### src/hw/msi_pkg.sv
// Constants and types for the modem status input block
package msi_pkg;

    // ************************************************************
    // Register map (byte addresses, one word per register)
    // ************************************************************
    localparam int         MSI_ADDR_W    = 8;
    localparam logic [7:0] MSI_MSR_BASE  = 8'h00;
    localparam logic [7:0] MSI_IER_BASE  = 8'h10;
    localparam logic [7:0] MSI_IRQ_STAT  = 8'h20;
    localparam logic [7:0] MSI_IRQ_MASK  = 8'h24;
    localparam logic [7:0] MSI_PORT_STEP = 8'h04;

    // ************************************************************
    // Field positions and reset values
    // ************************************************************
    localparam int         MSI_MAX_PORTS  = 4;
    localparam int         MSI_DELTA_LSB  = 0;
    localparam int         MSI_LEVEL_LSB  = 4;
    localparam int         MSI_IER_MODEM  = 3;
    localparam logic [7:0] MSI_IER_RST    = 8'h00;
    localparam logic [3:0] MSI_DELTA_RST  = 4'h0;
    localparam logic [3:0] MSI_SYNC_RST   = 4'hF;
    localparam logic [3:0] MSI_STAT_RST   = 4'h0;
    localparam logic [3:0] MSI_MASK_RST   = 4'hF;
    localparam logic [1:0] MSI_HTRANS_NSQ = 2'h2;

    // ************************************************************
    // Types
    // ************************************************************
    // Bit 0 is clear to send, bit 3 carrier detect; all active low
    typedef struct packed {
        logic dcd_n;
        logic ri_n;
        logic dsr_n;
        logic cts_n;
    } msi_modem_t;

    typedef struct packed {
        logic                  wr;
        logic [MSI_ADDR_W-1:0] addr;
    } msi_wphase_t;

endpackage : msi_pkg

### src/hw/msi_top.sv
// Modem status inputs for several serial ports behind an AHB-Lite slave
//
// The AHB-Lite slave port and the address map were chosen for this implementation.
module msi_top
    import msi_pkg::*;
#(
    parameter int NUM_PORTS = 2
)
(
    input  wire logic                            core_clk_in,
    input  wire logic                            sys_rst_in,
    input  wire logic                            ce_in,
    input  wire msi_pkg::msi_modem_t [NUM_PORTS-1:0] modem_n_in,
    input  wire logic                            hsel_in,
    input  wire logic [31:0]                     haddr_in,
    input  wire logic [1:0]                      htrans_in,
    input  wire logic                            hwrite_in,
    input  wire logic [2:0]                      hsize_in,
    input  wire logic [31:0]                     hwdata_in,
    input  wire logic                            hready_in,
    output logic      [31:0]                     hrdata_out,
    output logic                                 hreadyout_out,
    output logic                                 hresp_out,
    output logic                                 irq_out
);
    import msi_pkg::*;

    // ************************************************************
    // Parameter check
    // ************************************************************
    generate
        if (NUM_PORTS < 1 || NUM_PORTS > MSI_MAX_PORTS)
        begin : g_bad_ports
            $error("msi_top: NUM_PORTS out of range");
        end
    endgenerate

    // ************************************************************
    // State
    // ************************************************************
    logic [NUM_PORTS-1:0][3:0] sync1;
    logic [NUM_PORTS-1:0][3:0] sync2;
    logic [NUM_PORTS-1:0][3:0] prev;
    logic [NUM_PORTS-1:0][3:0] delta;
    logic [NUM_PORTS-1:0][7:0] interrupt_enable_reg;
    logic [3:0]                irq_stat;
    logic [3:0]                irq_mask;
    msi_wphase_t               wph;

    logic [NUM_PORTS-1:0][3:0] next_sync1;
    logic [NUM_PORTS-1:0][3:0] next_sync2;
    logic [NUM_PORTS-1:0][3:0] next_prev;
    logic [NUM_PORTS-1:0][3:0] next_delta;
    logic [NUM_PORTS-1:0][7:0] next_ier;
    logic [3:0]                next_irq_stat;
    logic [3:0]                next_irq_mask;
    msi_wphase_t               next_wph;
    logic [31:0]               next_hrdata;
    logic                      next_irq;

    // ************************************************************
    // Address phase decode
    // ************************************************************
    logic                  aph_valid;
    logic                  aph_rd;
    logic [MSI_ADDR_W-1:0] aph_addr;
    logic                  wr_stat;
    logic                  wr_mask;

    assign aph_valid = hsel_in & hready_in & (htrans_in == MSI_HTRANS_NSQ);
    assign aph_rd    = aph_valid & ~hwrite_in;
    assign aph_addr  = haddr_in[MSI_ADDR_W-1:0];
    assign wr_stat   = wph.wr & (wph.addr == MSI_IRQ_STAT);
    assign wr_mask   = wph.wr & (wph.addr == MSI_IRQ_MASK);

    // ************************************************************
    // Per-port status logic
    // ************************************************************
    logic [NUM_PORTS-1:0][3:0] rise;
    logic [NUM_PORTS-1:0]      change;
    logic [NUM_PORTS-1:0]      msr_rd;
    logic [NUM_PORTS-1:0]      ier_rd;
    logic [NUM_PORTS-1:0]      ier_wr;
    logic [NUM_PORTS-1:0][7:0] msr_val;

    generate
        for (genvar i = 0; i < NUM_PORTS; i++)
        begin : g_port
            localparam logic [7:0] MSR_OFS =
                MSI_MSR_BASE + 8'(i * 4);
            localparam logic [7:0] IER_OFS =
                MSI_IER_BASE + 8'(i * 4);

            // Pin going from low to high
            assign rise[i]   = sync2[i] & ~prev[i];
            assign change[i] = |(sync2[i] ^ prev[i]);
            assign msr_rd[i] = aph_rd & (aph_addr == MSR_OFS);
            assign ier_rd[i] = aph_rd & (aph_addr == IER_OFS);
            assign ier_wr[i] = wph.wr & (wph.addr == IER_OFS);
            // Levels inverted, index i lines up level and change bit
            // Clear to send goes only to status and interrupt: no transmit gating
            assign msr_val[i] = {~sync2[i], delta[i]};
        end
    endgenerate

    // ************************************************************
    // Next-state logic
    // ************************************************************
    always_comb
    begin
        next_sync1    = modem_n_in;
        next_sync2    = sync1;
        next_prev     = sync2;
        next_delta    = delta;
        next_ier      = interrupt_enable_reg;
        next_irq_stat = irq_stat;
        next_irq_mask = irq_mask;
        next_hrdata   = 32'h0000_0000;
        next_wph.wr   = aph_valid & hwrite_in;
        next_wph.addr = aph_addr;

        for (int i = 0; i < NUM_PORTS; i++)
        begin
            // A rise in the read cycle survives the clear
            if (msr_rd[i])
            begin
                next_delta[i] = MSI_DELTA_RST;
            end
            next_delta[i] = next_delta[i] | rise[i];
            if (ier_wr[i])
            begin
                next_ier[i] = hwdata_in[7:0];
            end
            if (msr_rd[i])
            begin
                next_hrdata[7:0] = msr_val[i];
            end
            if (ier_rd[i])
            begin
                next_hrdata[7:0] = interrupt_enable_reg[i];
            end
        end

        if (wr_stat)
        begin
            next_irq_stat = irq_stat & ~hwdata_in[3:0];
        end
        if (wr_mask)
        begin
            next_irq_mask = hwdata_in[3:0];
        end
        for (int i = 0; i < NUM_PORTS; i++)
        begin
            // Set wins over a write-one clear in the same cycle
            if (change[i] && interrupt_enable_reg[i][MSI_IER_MODEM])
            begin
                next_irq_stat[i] = 1'b1;
            end
        end

        if (aph_rd && aph_addr == MSI_IRQ_STAT)
        begin
            next_hrdata[3:0] = irq_stat;
        end
        if (aph_rd && aph_addr == MSI_IRQ_MASK)
        begin
            next_hrdata[3:0] = irq_mask;
        end

        next_irq = |(next_irq_stat & next_irq_mask);
    end

    // ************************************************************
    // Registers
    // ************************************************************
    always_ff @(posedge core_clk_in)
    begin
        if (sys_rst_in)
        begin
            for (int i = 0; i < NUM_PORTS; i++)
            begin
                sync1[i] <= MSI_SYNC_RST;
                sync2[i] <= MSI_SYNC_RST;
                prev[i]  <= MSI_SYNC_RST;
                delta[i] <= MSI_DELTA_RST;
                interrupt_enable_reg[i]   <= MSI_IER_RST;
            end
            irq_stat      <= MSI_STAT_RST;
            irq_mask      <= MSI_MASK_RST;
            wph.wr        <= 1'b0;
            wph.addr      <= '0;
            hrdata_out    <= 32'h0000_0000;
            hreadyout_out <= 1'b1;
            hresp_out     <= 1'b0;
            irq_out       <= 1'b0;
        end
        else if (ce_in)
        begin
            sync1         <= next_sync1;
            sync2         <= next_sync2;
            prev          <= next_prev;
            delta         <= next_delta;
            interrupt_enable_reg           <= next_ier;
            irq_stat      <= next_irq_stat;
            irq_mask      <= next_irq_mask;
            wph           <= next_wph;
            hrdata_out    <= next_hrdata;
            hreadyout_out <= 1'b1;
            hresp_out     <= 1'b0;
            irq_out       <= next_irq;
        end
    end

endmodule : msi_top

### config.mk
export PLATFORM = sky130hd
export DESIGN_NAME = msi_top
export DESIGN_NICKNAME = d
export VERILOG_FILES = /design/src/hw/msi_pkg.sv /design/src/hw/msi_top.sv
export SDC_FILE = /design/constraint.sdc
export NUM_CORES = 1
export LEC_CHECK = 0
export ABC_AREA = 1
export BUFFER_PORTS_ARGS = -buffer_cell sky130_fd_sc_hd__buf_2
export CAP_MARGIN = 20
export CORE_ASPECT_RATIO = 1.75
export CORE_UTILIZATION = 30
export CTS_CLUSTER_SIZE = 16
export DETAILED_ROUTE_END_ITERATION = 12
export PLACE_DENSITY = 0.62
export SLEW_MARGIN = 40
export SYNTH_ARGS = -nofsm -noshare
export SYNTH_HDL_FRONTEND = slang
export SYNTH_SLANG_ARGS = --single-unit
export TNS_END_PERCENT = 1
### constraint.sdc
create_clock -name core_clk_in -period 2.45 [get_ports core_clk_in]
set_input_delay 0.245 -clock core_clk_in [delete_from_list [all_inputs] [get_ports core_clk_in]]
set_output_delay 0.245 -clock core_clk_in [all_outputs]
set_load 0.1 [all_outputs]
==> results of run 1 <==
## metal layers
layer	global-route usage [%]	share of wire (%)	wire, um
met5	0	0	0
met4	9.153	4.6	379
met3	3.242	3.8	314
met2	25.61	54	4466
met1	14.79	38	3148
## cell usage in the layout, fill, tap and decap left out
cell        count
o21ai_1         2
clkbuf_16       9
nor4_4          1
conb_1         26
nand2_1        82
nor2_1         50
nand3_2         1
o211ai_1        3
nand4_1        11
or2_1           1
inv_1          41
o21ai_0        53
clkbuf_1        1
clkinvlp_4      2
buf_2          40
clkinv_2        3
clkbuf_8        1
nor3b_2         1
and3b_1         1
buf_4           5
dfxtp_1        74
ha_1            8
inv_2           2
nand2_2         2
nor2_2          2
nand3b_1        1
a21oi_1        49
inv_4           1
nand3_1        43
nor3_4          1
o311ai_0        2
## kinds of logic after synthesis
group	Yosys count	share of synthesized area (%)
and+or+nand+nor	197	25.31
AOI/OAI and AO/OA	109	15.99
buffers and inverters	93	13.35
DFF	74	42.27
adders and majority gates	8	2.856
other	2	0.2143
## per-stage QoR
step	instance area, um2	std cells	worst slack, ns	hold WS (ns)	power [W]
floorplan	3595	507	1.144	0.3713	0.001676
global placement	3697	635	0.6576	0.4374	0.001716
detailed placement	3697	635	0.6244	0.4430	0.001724
CTS	3970	651	0.8209	0.1100	0.002925
global route	3970	651	0.6517	0.1192	0.003026
finish	3970	651	0.8551	0.1196	0.002889
## cell type report
type | count | area (um2)
Fill cell | 1198 | 7261
Multi-Input combinational cell | 340 | 1645
Sequential cell | 74 | 1481
Clock buffer | 11 | 242.7
Timing Repair Buffer | 45 | 237.7
Inverter | 44 | 167.7
Tap cell | 132 | 165.2
Clock inverter | 5 | 30.03
## how the worst max path moves through the flow
stage                     to  slack, ns  cells after the start
floorplan           delta[4]       1.14                      6
global placement    delta[6]       0.66                      9
detailed placement  delta[6]       0.62                      9
CTS                  irq_out       0.82                      9
global route         irq_out       0.65                      9
finish               irq_out       0.86                      9
## tightest hold or removal path: cells and delay by family
family                 cells  cell delay [ns]
buffers and inverters      1             0.07
AND/OR/NAND/NOR            2             0.10
## power by group
part	leakage, nW	internal, W	switching, W	total (W)
Combinational	1.10	0.0000801	0.000331	0.000411
Clock	0.131	0.000707	0.000485	0.00119
Sequential	0.607	0.00126	0.0000298	0.00129
Total	1.84	0.00204	0.000846	0.00289
==> impl_results.html, run 1 <==
<table>
<tr><th>Metric</th><th>Value</th></tr>
<tr><th colspan="2">Status</th></tr>
<tr><td>Status</td><td>completed</td></tr>
<tr><th colspan="2">Routing</th></tr>
<tr><td>Vias</td><td>3172</td></tr>
<tr><td>Aggregate routed wire length</td><td>8.308 mm</td></tr>
<tr><td>Post-route DRC</td><td>0</td></tr>
<tr><td>Antenna Nets Post-Route</td><td>0</td></tr>
<tr><td>Average via count per standard cell</td><td>4.873</td></tr>
<tr><td>Routed wire per std cell</td><td>12.76 um</td></tr>
<tr><td>Detailed Route Iter0 Violations</td><td>239</td></tr>
<tr><td>First-pass iteration count of the detailed router</td><td>4</td></tr>
<tr><th colspan="2">Yosys</th></tr>
<tr><td>Ys flop type</td><td>dfxtp_1</td></tr>
<tr><td>Number of distinct library cell variants in the gate-level netlist after synthesis</td><td>28</td></tr>
<tr><td>Most area-consuming cells after synthesis</td><td>dfxtp_1 42%, nand2_1 8.8%, o21ai_0 7.6%</td></tr>
<tr><td>Summed instance area of the synthesized netlist</td><td>0.003505 mm2</td></tr>
<tr><td>Library cell occupying the most area in the post-synthesis netlist</td><td>dfxtp_1</td></tr>
<tr><td>Commonest cells in the synthesized netlist</td><td>82 x nand2_1, 74 x dfxtp_1, 53 x o21ai_0, 50 x nor2_1, 49 x a21oi_1</td></tr>
<tr><td>Asr flop ratio synth</td><td>0%</td></tr>
<tr><td>Synthesized netlist cell count</td><td>483</td></tr>
<tr><td>Share of Yosys cell area claimed by the top area cell type</td><td>42.27%</td></tr>
<tr><td>Post-synthesis register bit count</td><td>74</td></tr>
<tr><td>Warnings from Yosys</td><td>0</td></tr>
<tr><td>Synth Area per Inst</td><td>7.256 um2</td></tr>
<tr><td>Cell with the most instances after synthesis</td><td>nand2_1</td></tr>
<tr><td>Fraction of the yosys area taken by sequential cells</td><td>42.27%</td></tr>
<tr><td>Number of enable-type register cells in the synthesized netlist</td><td>0</td></tr>
<tr><th colspan="2">Timing</th></tr>
<tr><td>Slew @ Worst Pin</td><td>0.7298 ns</td></tr>
<tr><td>Final-report max-slew violation count</td><td>0</td></tr>
<tr><td>Sum of negative setup slack</td><td>0 ns</td></tr>
<tr><td>RSZ-0062 raised after global routing</td><td>no</td></tr>
<tr><td>Clock skew after layout</td><td>0.005921 ns</td></tr>
<tr><td>Worst slew margin relative to its limit</td><td>51.35%</td></tr>
<tr><td>Final critical path time including I/O delays and setup</td><td>1.595 ns</td></tr>
<tr><td>Crit share post-route</td><td>65.10%</td></tr>
<tr><td>Max Clk Rate</td><td>0.6270 GHz</td></tr>
<tr><td>Setup Viol. Count Final</td><td>0</td></tr>
<tr><td>Count of endpoints failing hold in the final timing report</td><td>0</td></tr>
<tr><th colspan="2">Clocking</th></tr>
<tr><td>Clock Latency Late Sink</td><td>0.33 ns</td></tr>
<tr><td>Post-CTS sizing</td><td>0</td></tr>
<tr><td>Clock-pin slew of the registers on the worst-case setup and hold paths</td><td>0.06 ns</td></tr>
<tr><td>Clock Sink Count</td><td>74</td></tr>
<tr><td>Max clock buf depth</td><td>2</td></tr>
<tr><td>Hold buffer count at CTS</td><td>0</td></tr>
<tr><td>TritonCTS clock tree</td><td>done</td></tr>
<tr><td>Post-CTS setup buffer count</td><td>0</td></tr>
<tr><td>TritonCTS Buffers</td><td>9</td></tr>
<tr><td>Root Buffer Master</td><td>clkbuf_16</td></tr>
<tr><td>H-tree levels</td><td>3</td></tr>
<tr><th colspan="2">Worst setup path</th></tr>
<tr><td>CP arrival</td><td>1.87 ns</td></tr>
<tr><td>Crit path largest cell delay</td><td>0.30 ns</td></tr>
<tr><td>Endpoint of the worst-slack reg-to-reg timing path</td><td>irq_out</td></tr>
<tr><td>Launching point of the worst reg2reg path</td><td>wph[6]</td></tr>
<tr><td>Category of the most critical setup path</td><td>reg -&gt; reg</td></tr>
<tr><td>Launching instance or port of the critical path</td><td>wph[6]</td></tr>
<tr><td>Buffers &amp; Inverters on Critical Path</td><td>0</td></tr>
<tr><td>CP required</td><td>2.72 ns</td></tr>
<tr><td>Count of cells along the worst register-to-register path</td><td>9</td></tr>
<tr><td>Worst Setup End Kind</td><td>flop</td></tr>
<tr><td>CP startpoint kind</td><td>flop</td></tr>
<tr><td>Maximum fanout along the worst path</td><td>8</td></tr>
<tr><td>Cell type with the highest occurrence count on the critical path</td><td>nor2_1</td></tr>
<tr><td>Kind of cell adding the most delay to the critical path</td><td>simple AND/OR/NAND/NOR gates</td></tr>
<tr><td>FF-to-FF setup slack</td><td>0.86 ns</td></tr>
<tr><td>Slowest stage cell, crit path</td><td>dfxtp_1</td></tr>
<tr><td>Crit-path cells</td><td>nor2_1 -&gt; nand3b_1 -&gt; nor2_1 -&gt; nand2_1 -&gt; o21ai_0 -&gt; nand3_1 -&gt; nand2_1 -&gt; nor2_1 -&gt; nor2_1</td></tr>
<tr><th colspan="2">Global route</th></tr>
<tr><td>Via count of the first global-routing pass</td><td>2902</td></tr>
<tr><td>Pin count of the biggest net entering global routing</td><td>82</td></tr>
<tr><td>Total congestion overflow</td><td>0</td></tr>
<tr><td>Antenna violations before repair</td><td>0</td></tr>
<tr><td>Global-route wire length before repair</td><td>13.63 mm</td></tr>
<tr><td>Total GRT Usage</td><td>14.34%</td></tr>
<tr><th colspan="2">Final layout</th></tr>
<tr><td>Layout overhead on the synthesized area</td><td>13.28%</td></tr>
<tr><td>Final nets</td><td>605</td></tr>
<tr><td>Fraction of final layout cells with drive strength greater than 1</td><td>13.68%</td></tr>
<tr><td>Largest register FFs</td><td>16</td></tr>
<tr><td>Ant. Diodes</td><td>0</td></tr>
<tr><td>Utilization after layout</td><td>35.35%</td></tr>
<tr><th colspan="2">Die</th></tr>
<tr><td>Width of the chip</td><td>83.71 um</td></tr>
<tr><td>Placeable Area</td><td>0.01123 mm2</td></tr>
<tr><td>Height of the die</td><td>145.0 um</td></tr>
<tr><td>Initial Utilization</td><td>31.21%</td></tr>
<tr><td>Placement Rows</td><td>51</td></tr>
<tr><td>IO Pins</td><td>118</td></tr>
<tr><td>Total die area</td><td>0.01214 mm2</td></tr>
<tr><th colspan="2">Power and ir drop</th></tr>
<tr><td>Max IR drop VDD</td><td>470.1 uV</td></tr>
<tr><td>Standby leakage power</td><td>1.843 nW</td></tr>
<tr><td>Pwr/cell area</td><td>727.6 mW/mm2</td></tr>
<tr><th colspan="2">Min path</th></tr>
<tr><td>Hold Crit Depth</td><td>3</td></tr>
<tr><td>Endpoint of the worst hold-timing path</td><td>next_sync2[7]</td></tr>
<tr><td>Min-Delay Path Class</td><td>in -&gt; reg</td></tr>
<tr><td>Hold_sp</td><td>modem_n_in[7]</td></tr>
<tr><th colspan="2">Place</th></tr>
<tr><td>Final weighted congestion in routability-driven placement</td><td>0.8231</td></tr>
<tr><td>Input/output buffers</td><td>40</td></tr>
<tr><td>Detailed-placement wirelength estimate</td><td>6.094 mm</td></tr>
<tr><th colspan="2">Job</th></tr>
<tr><td>Maxcap violations</td><td>0</td></tr>
</table>
Power figures use the tool's default switching activity.
==> inputs of run 2 (changes only) <==
--- a/config.mk
+++ b/config.mk
@@ -5,7 +5,7 @@
 export SDC_FILE = /design/constraint.sdc
 export NUM_CORES = 1
 export LEC_CHECK = 0
-export ABC_AREA = 1
+export ABC_AREA = 0
 export BUFFER_PORTS_ARGS = -buffer_cell sky130_fd_sc_hd__buf_2
 export CAP_MARGIN = 20
 export CORE_ASPECT_RATIO = 1.75
==> constraint.sdc (replaced) <==
create_clock -name core_clk_in -period 1.6 [get_ports core_clk_in]
set_input_delay 0.16 -clock core_clk_in [delete_from_list [all_inputs] [get_ports core_clk_in]]
set_output_delay 0.16 -clock core_clk_in [all_outputs]
set_load 0.1 [all_outputs]
==> run 2 against run 1 <==
- synthesized cell count fell by 21%
- largest cell class unchanged
- combinational power rose by 74%
- first-iteration DRC count fell by 33%
- total power rose by 60%
- clock power rose by 64%
- register-to-register slack got worse by 0.90 ns
- global-route usage rose by 0.50 points
- the run now ends with setup timing left
- routed wire length rose by 3.3%
- clock-buffer cell count rose by 1
- highest routed layer unchanged
==> impl_results.html, run 2 <==
<table>
<tr><th>Metric</th><th>Value</th></tr>
<tr><th colspan="2">Die</th></tr>
<tr><td>Initial Utilization</td><td>30.96%</td></tr>
<tr><td>IO Pins</td><td>118</td></tr>
<tr><td>Width of the chip</td><td>83.38 um</td></tr>
<tr><td>Placeable Area</td><td>0.01123 mm2</td></tr>
<tr><td>Height of the die</td><td>144.4 um</td></tr>
<tr><td>Placement Rows</td><td>51</td></tr>
<tr><td>Total die area</td><td>0.01204 mm2</td></tr>
<tr><th colspan="2">Clocking</th></tr>
<tr><td>Clock Sink Count</td><td>74</td></tr>
<tr><td>Clock Latency Late Sink</td><td>0.33 ns</td></tr>
<tr><td>Hold buffer count at CTS</td><td>0</td></tr>
<tr><td>TritonCTS clock tree</td><td>done</td></tr>
<tr><td>Clock-pin slew of the registers on the worst-case setup and hold paths</td><td>0.05 ns</td></tr>
<tr><td>Root Buffer Master</td><td>clkbuf_16</td></tr>
<tr><td>H-tree levels</td><td>3</td></tr>
<tr><td>Max clock buf depth</td><td>2</td></tr>
<tr><td>TritonCTS Buffers</td><td>9</td></tr>
<tr><th colspan="2">Routing</th></tr>
<tr><td>Routed wire per std cell</td><td>14.67 um</td></tr>
<tr><td>Detailed Route Iter0 Violations</td><td>159</td></tr>
<tr><td>Antenna Nets Post-Route</td><td>0</td></tr>
<tr><td>Aggregate routed wire length</td><td>8.580 mm</td></tr>
<tr><td>Post-route DRC</td><td>0</td></tr>
<tr><td>First-pass iteration count of the detailed router</td><td>4</td></tr>
<tr><td>Vias</td><td>2868</td></tr>
<tr><td>Average via count per standard cell</td><td>4.903</td></tr>
<tr><th colspan="2">Worst setup path</th></tr>
<tr><td>Slowest stage cell, crit path</td><td>a221o_1</td></tr>
<tr><td>Maximum fanout along the worst path</td><td>3</td></tr>
<tr><td>Category of the most critical setup path</td><td>reg -&gt; reg</td></tr>
<tr><td>CP arrival</td><td>1.89 ns</td></tr>
<tr><td>Kind of cell adding the most delay to the critical path</td><td>compound AO/OA/AOI/OAI gates</td></tr>
<tr><td>CP startpoint kind</td><td>flop</td></tr>
<tr><td>Crit path largest cell delay</td><td>0.33 ns</td></tr>
<tr><td>Buffers &amp; Inverters on Critical Path</td><td>2</td></tr>
<tr><td>FF-to-FF setup slack</td><td>-0.05 ns</td></tr>
<tr><td>CP required</td><td>1.84 ns</td></tr>
<tr><td>Worst Setup End Kind</td><td>flop</td></tr>
<tr><td>Crit-path cells</td><td>inv_2 -&gt; ha_4 -&gt; a41oi_2 -&gt; buf_4 -&gt; o31ai_2 -&gt; a221o_1 -&gt; a311oi_1</td></tr>
<tr><th colspan="2">Place</th></tr>
<tr><td>Detailed-placement wirelength estimate</td><td>6.405 mm</td></tr>
<tr><td>Area after detailed placement</td><td>0.003986 mm2</td></tr>
<tr><td>Final weighted congestion in routability-driven placement</td><td>0.8505</td></tr>
<tr><td>Input/output buffers</td><td>40</td></tr>
<tr><td>Cells after DPL</td><td>569</td></tr>
<tr><th colspan="2">Timing</th></tr>
<tr><td>Crit share post-route</td><td>103.1%</td></tr>
<tr><td>Setup Viol. Count Final</td><td>1</td></tr>
<tr><td>Count of endpoints failing hold in the final timing report</td><td>0</td></tr>
<tr><td>Clock skew after layout</td><td>0.003370 ns</td></tr>
<tr><td>Final critical path time including I/O delays and setup</td><td>1.649 ns</td></tr>
<tr><td>RSZ-0062 raised after global routing</td><td>yes</td></tr>
<tr><td>Max Clk Rate</td><td>0.6065 GHz</td></tr>
<tr><td>Final-report max-slew violation count</td><td>0</td></tr>
<tr><td>Setup WS post-layout</td><td>-0.04887 ns</td></tr>
<tr><th colspan="2">Yosys</th></tr>
<tr><td>Commonest cells in the synthesized netlist</td><td>74 x dfxtp_1, 50 x nor2_1, 42 x nand2_1, 39 x mux2i_1, 26 x buf_4</td></tr>
<tr><td>Share of Yosys cell area claimed by the top area cell type</td><td>42.61%</td></tr>
<tr><td>Fraction of the yosys area taken by sequential cells</td><td>42.61%</td></tr>
<tr><td>Synthesized netlist cell count</td><td>381</td></tr>
<tr><td>Warnings from Yosys</td><td>0</td></tr>
<tr><td>Number of enable-type register cells in the synthesized netlist</td><td>0</td></tr>
<tr><td>Post-synthesis register bit count</td><td>74</td></tr>
<tr><td>Summed instance area of the synthesized netlist</td><td>0.003477 mm2</td></tr>
<tr><td>Cell with the most instances after synthesis</td><td>dfxtp_1</td></tr>
<tr><td>Number of distinct library cell variants in the gate-level netlist after synthesis</td><td>42</td></tr>
<tr><td>Most area-consuming cells after synthesis</td><td>dfxtp_1 43%, mux2i_1 11%, buf_4 5.6%</td></tr>
<tr><td>Library cell occupying the most area in the post-synthesis netlist</td><td>dfxtp_1</td></tr>
<tr><td>Asr flop ratio synth</td><td>0%</td></tr>
<tr><td>Ys flop type</td><td>dfxtp_1</td></tr>
<tr><td>Synth Area per Inst</td><td>9.126 um2</td></tr>
<tr><th colspan="2">Final layout</th></tr>
<tr><td>Fraction of final layout cells with drive strength greater than 1</td><td>29.36%</td></tr>
<tr><td>Most common cell after layout, fill and taps aside</td><td>dfxtp_1</td></tr>
<tr><td>Highest-count cells in the layout ignoring fill and taps</td><td>66 x dfxtp_1, 50 x nor2_1, 41 x nand2_1</td></tr>
<tr><td>Final design instance area without fill</td><td>0.004408 mm2</td></tr>
<tr><td>Final nets</td><td>540</td></tr>
<tr><td>Largest register FFs</td><td>16</td></tr>
<tr><td>Layout overhead on the synthesized area</td><td>26.77%</td></tr>
<tr><td>Ant. Diodes</td><td>0</td></tr>
<tr><td>Flip-flop and latch area</td><td>0.001491 mm2</td></tr>
<tr><td>Area of the multi-input gates</td><td>0.001837 mm2</td></tr>
<tr><td>Filler Cell Count</td><td>1114</td></tr>
<tr><td>Number of standard cells in the layout, taps in and fillers out</td><td>585</td></tr>
<tr><th colspan="2">Global route</th></tr>
<tr><td>Antenna violations before repair</td><td>0</td></tr>
<tr><td>Total congestion overflow</td><td>0</td></tr>
<tr><td>Met1 routing resource usage after global routing</td><td>14.05%</td></tr>
<tr><td>Via count of the first global-routing pass</td><td>2799</td></tr>
<tr><td>Met2 usage</td><td>28.77%</td></tr>
<tr><td>Global-route wire length before repair</td><td>13.63 mm</td></tr>
<tr><td>Layer with the highest usage</td><td>met2</td></tr>
<tr><td>Met3 usage in global routing</td><td>2.626%</td></tr>
<tr><td>Pin count of the biggest net entering global routing</td><td>45</td></tr>
<tr><td>Total GRT Usage</td><td>14.85%</td></tr>
<tr><th colspan="2">Status</th></tr>
<tr><td>Violated checks</td><td>setup timing</td></tr>
<tr><td>Status</td><td>finished with violations</td></tr>
<tr><th colspan="2">Power and ir drop</th></tr>
<tr><td>Standby leakage power</td><td>2.000 nW</td></tr>
<tr><td>Pwr/cell area</td><td>1047 mW/mm2</td></tr>
<tr><td>Power, Total</td><td>0.004617 W</td></tr>
<tr><td>Max IR drop VDD</td><td>466.2 uV</td></tr>
<tr><th colspan="2">Job</th></tr>
<tr><td>Maxcap violations</td><td>0</td></tr>
<tr><th colspan="2">Min path</th></tr>
<tr><td>Min-Delay Path Class</td><td>in -&gt; reg</td></tr>
</table>
[run 2: what timing repair did]
action / 4_1_cts / 5_1_grt
setup buffers: 0 / 1
endpoints found under the setup margin: 21 / 24
pin swaps: 5 / 11
gates resized for setup: 9 / 19
[run 2: cell families (layout without fill, tap and decap cells)]
group                    after synthesis  after routing  synth area share, %
other                                  2             26               0.2160
buffers and inverters                 70            118                10.54
adder cells (fa/ha/maj)                8              8                2.879
AND/OR/NAND/NOR                      122            122                16.88
AO/OA/AOI/OAI                         59             59                11.44
flip-flops                            74             74                42.61
multiplexers                          46             46                15.44
[run 2: power breakdown]
part / leakage (nW) / switching [W] / internal, W
clock network: 0.142 / 0.000718 / 0.00124
logic: 1.26 / 0.000520 / 0.000196
registers: 0.603 / 0.0000410 / 0.00191
total: 2.00 / 0.00128 / 0.00334
[run 2: cell type report]
cell class	count	share of cell area, %
Inverter	22	1.873
Tap cell	132	3.747
Timing Repair Buffer	81	12.38
Clock buffer	12	5.592
Sequential cell	74	33.83
Multi-Input combinational cell	261	41.67
Clock inverter	3	0.9083
[run 2: worst register-to-register path: stages (launching register included)]
cell and delay (ns):
dfxtp_2 0.32, inv_2 0.04, ha_4 0.22, a41oi_2 0.18, buf_4 0.15, o31ai_2 0.06
a221o_1 0.33, a311oi_1 0.25
[run 2: worst paths after layout]
path | end | cells past startpoint | startpoint
max | irq_out | 7 | prev[3]
min reg2reg | hrdata_out[6] | 2 | hrdata_out[6]
max reg2reg | irq_out | 7 | prev[3]
min | next_sync2[1] | 3 | modem_n_in[1]
[run 2: routing by layer]
metal,wire length (um),vias up
li1,-,1403
met1,3126,1338
met2,4779,99
met3,314,28
met4,360,0
met5,0,-
[run 2: per-stage QoR]
step	hold slack, ns	utilization [%]	setup WS (ns)	setup TNS [ns]
floorplan	0.2471	-	0.03719	0
global placement	0.3768	35.49	-0.1653	-0.3321
detailed placement	0.3904	35.49	-0.1958	-0.3955
CTS	0.04388	38.60	-0.05395	-0.05431
global route	0.05872	39.25	-0.1298	-0.6970
finish	0.05154	39.25	-0.04887	-0.04887
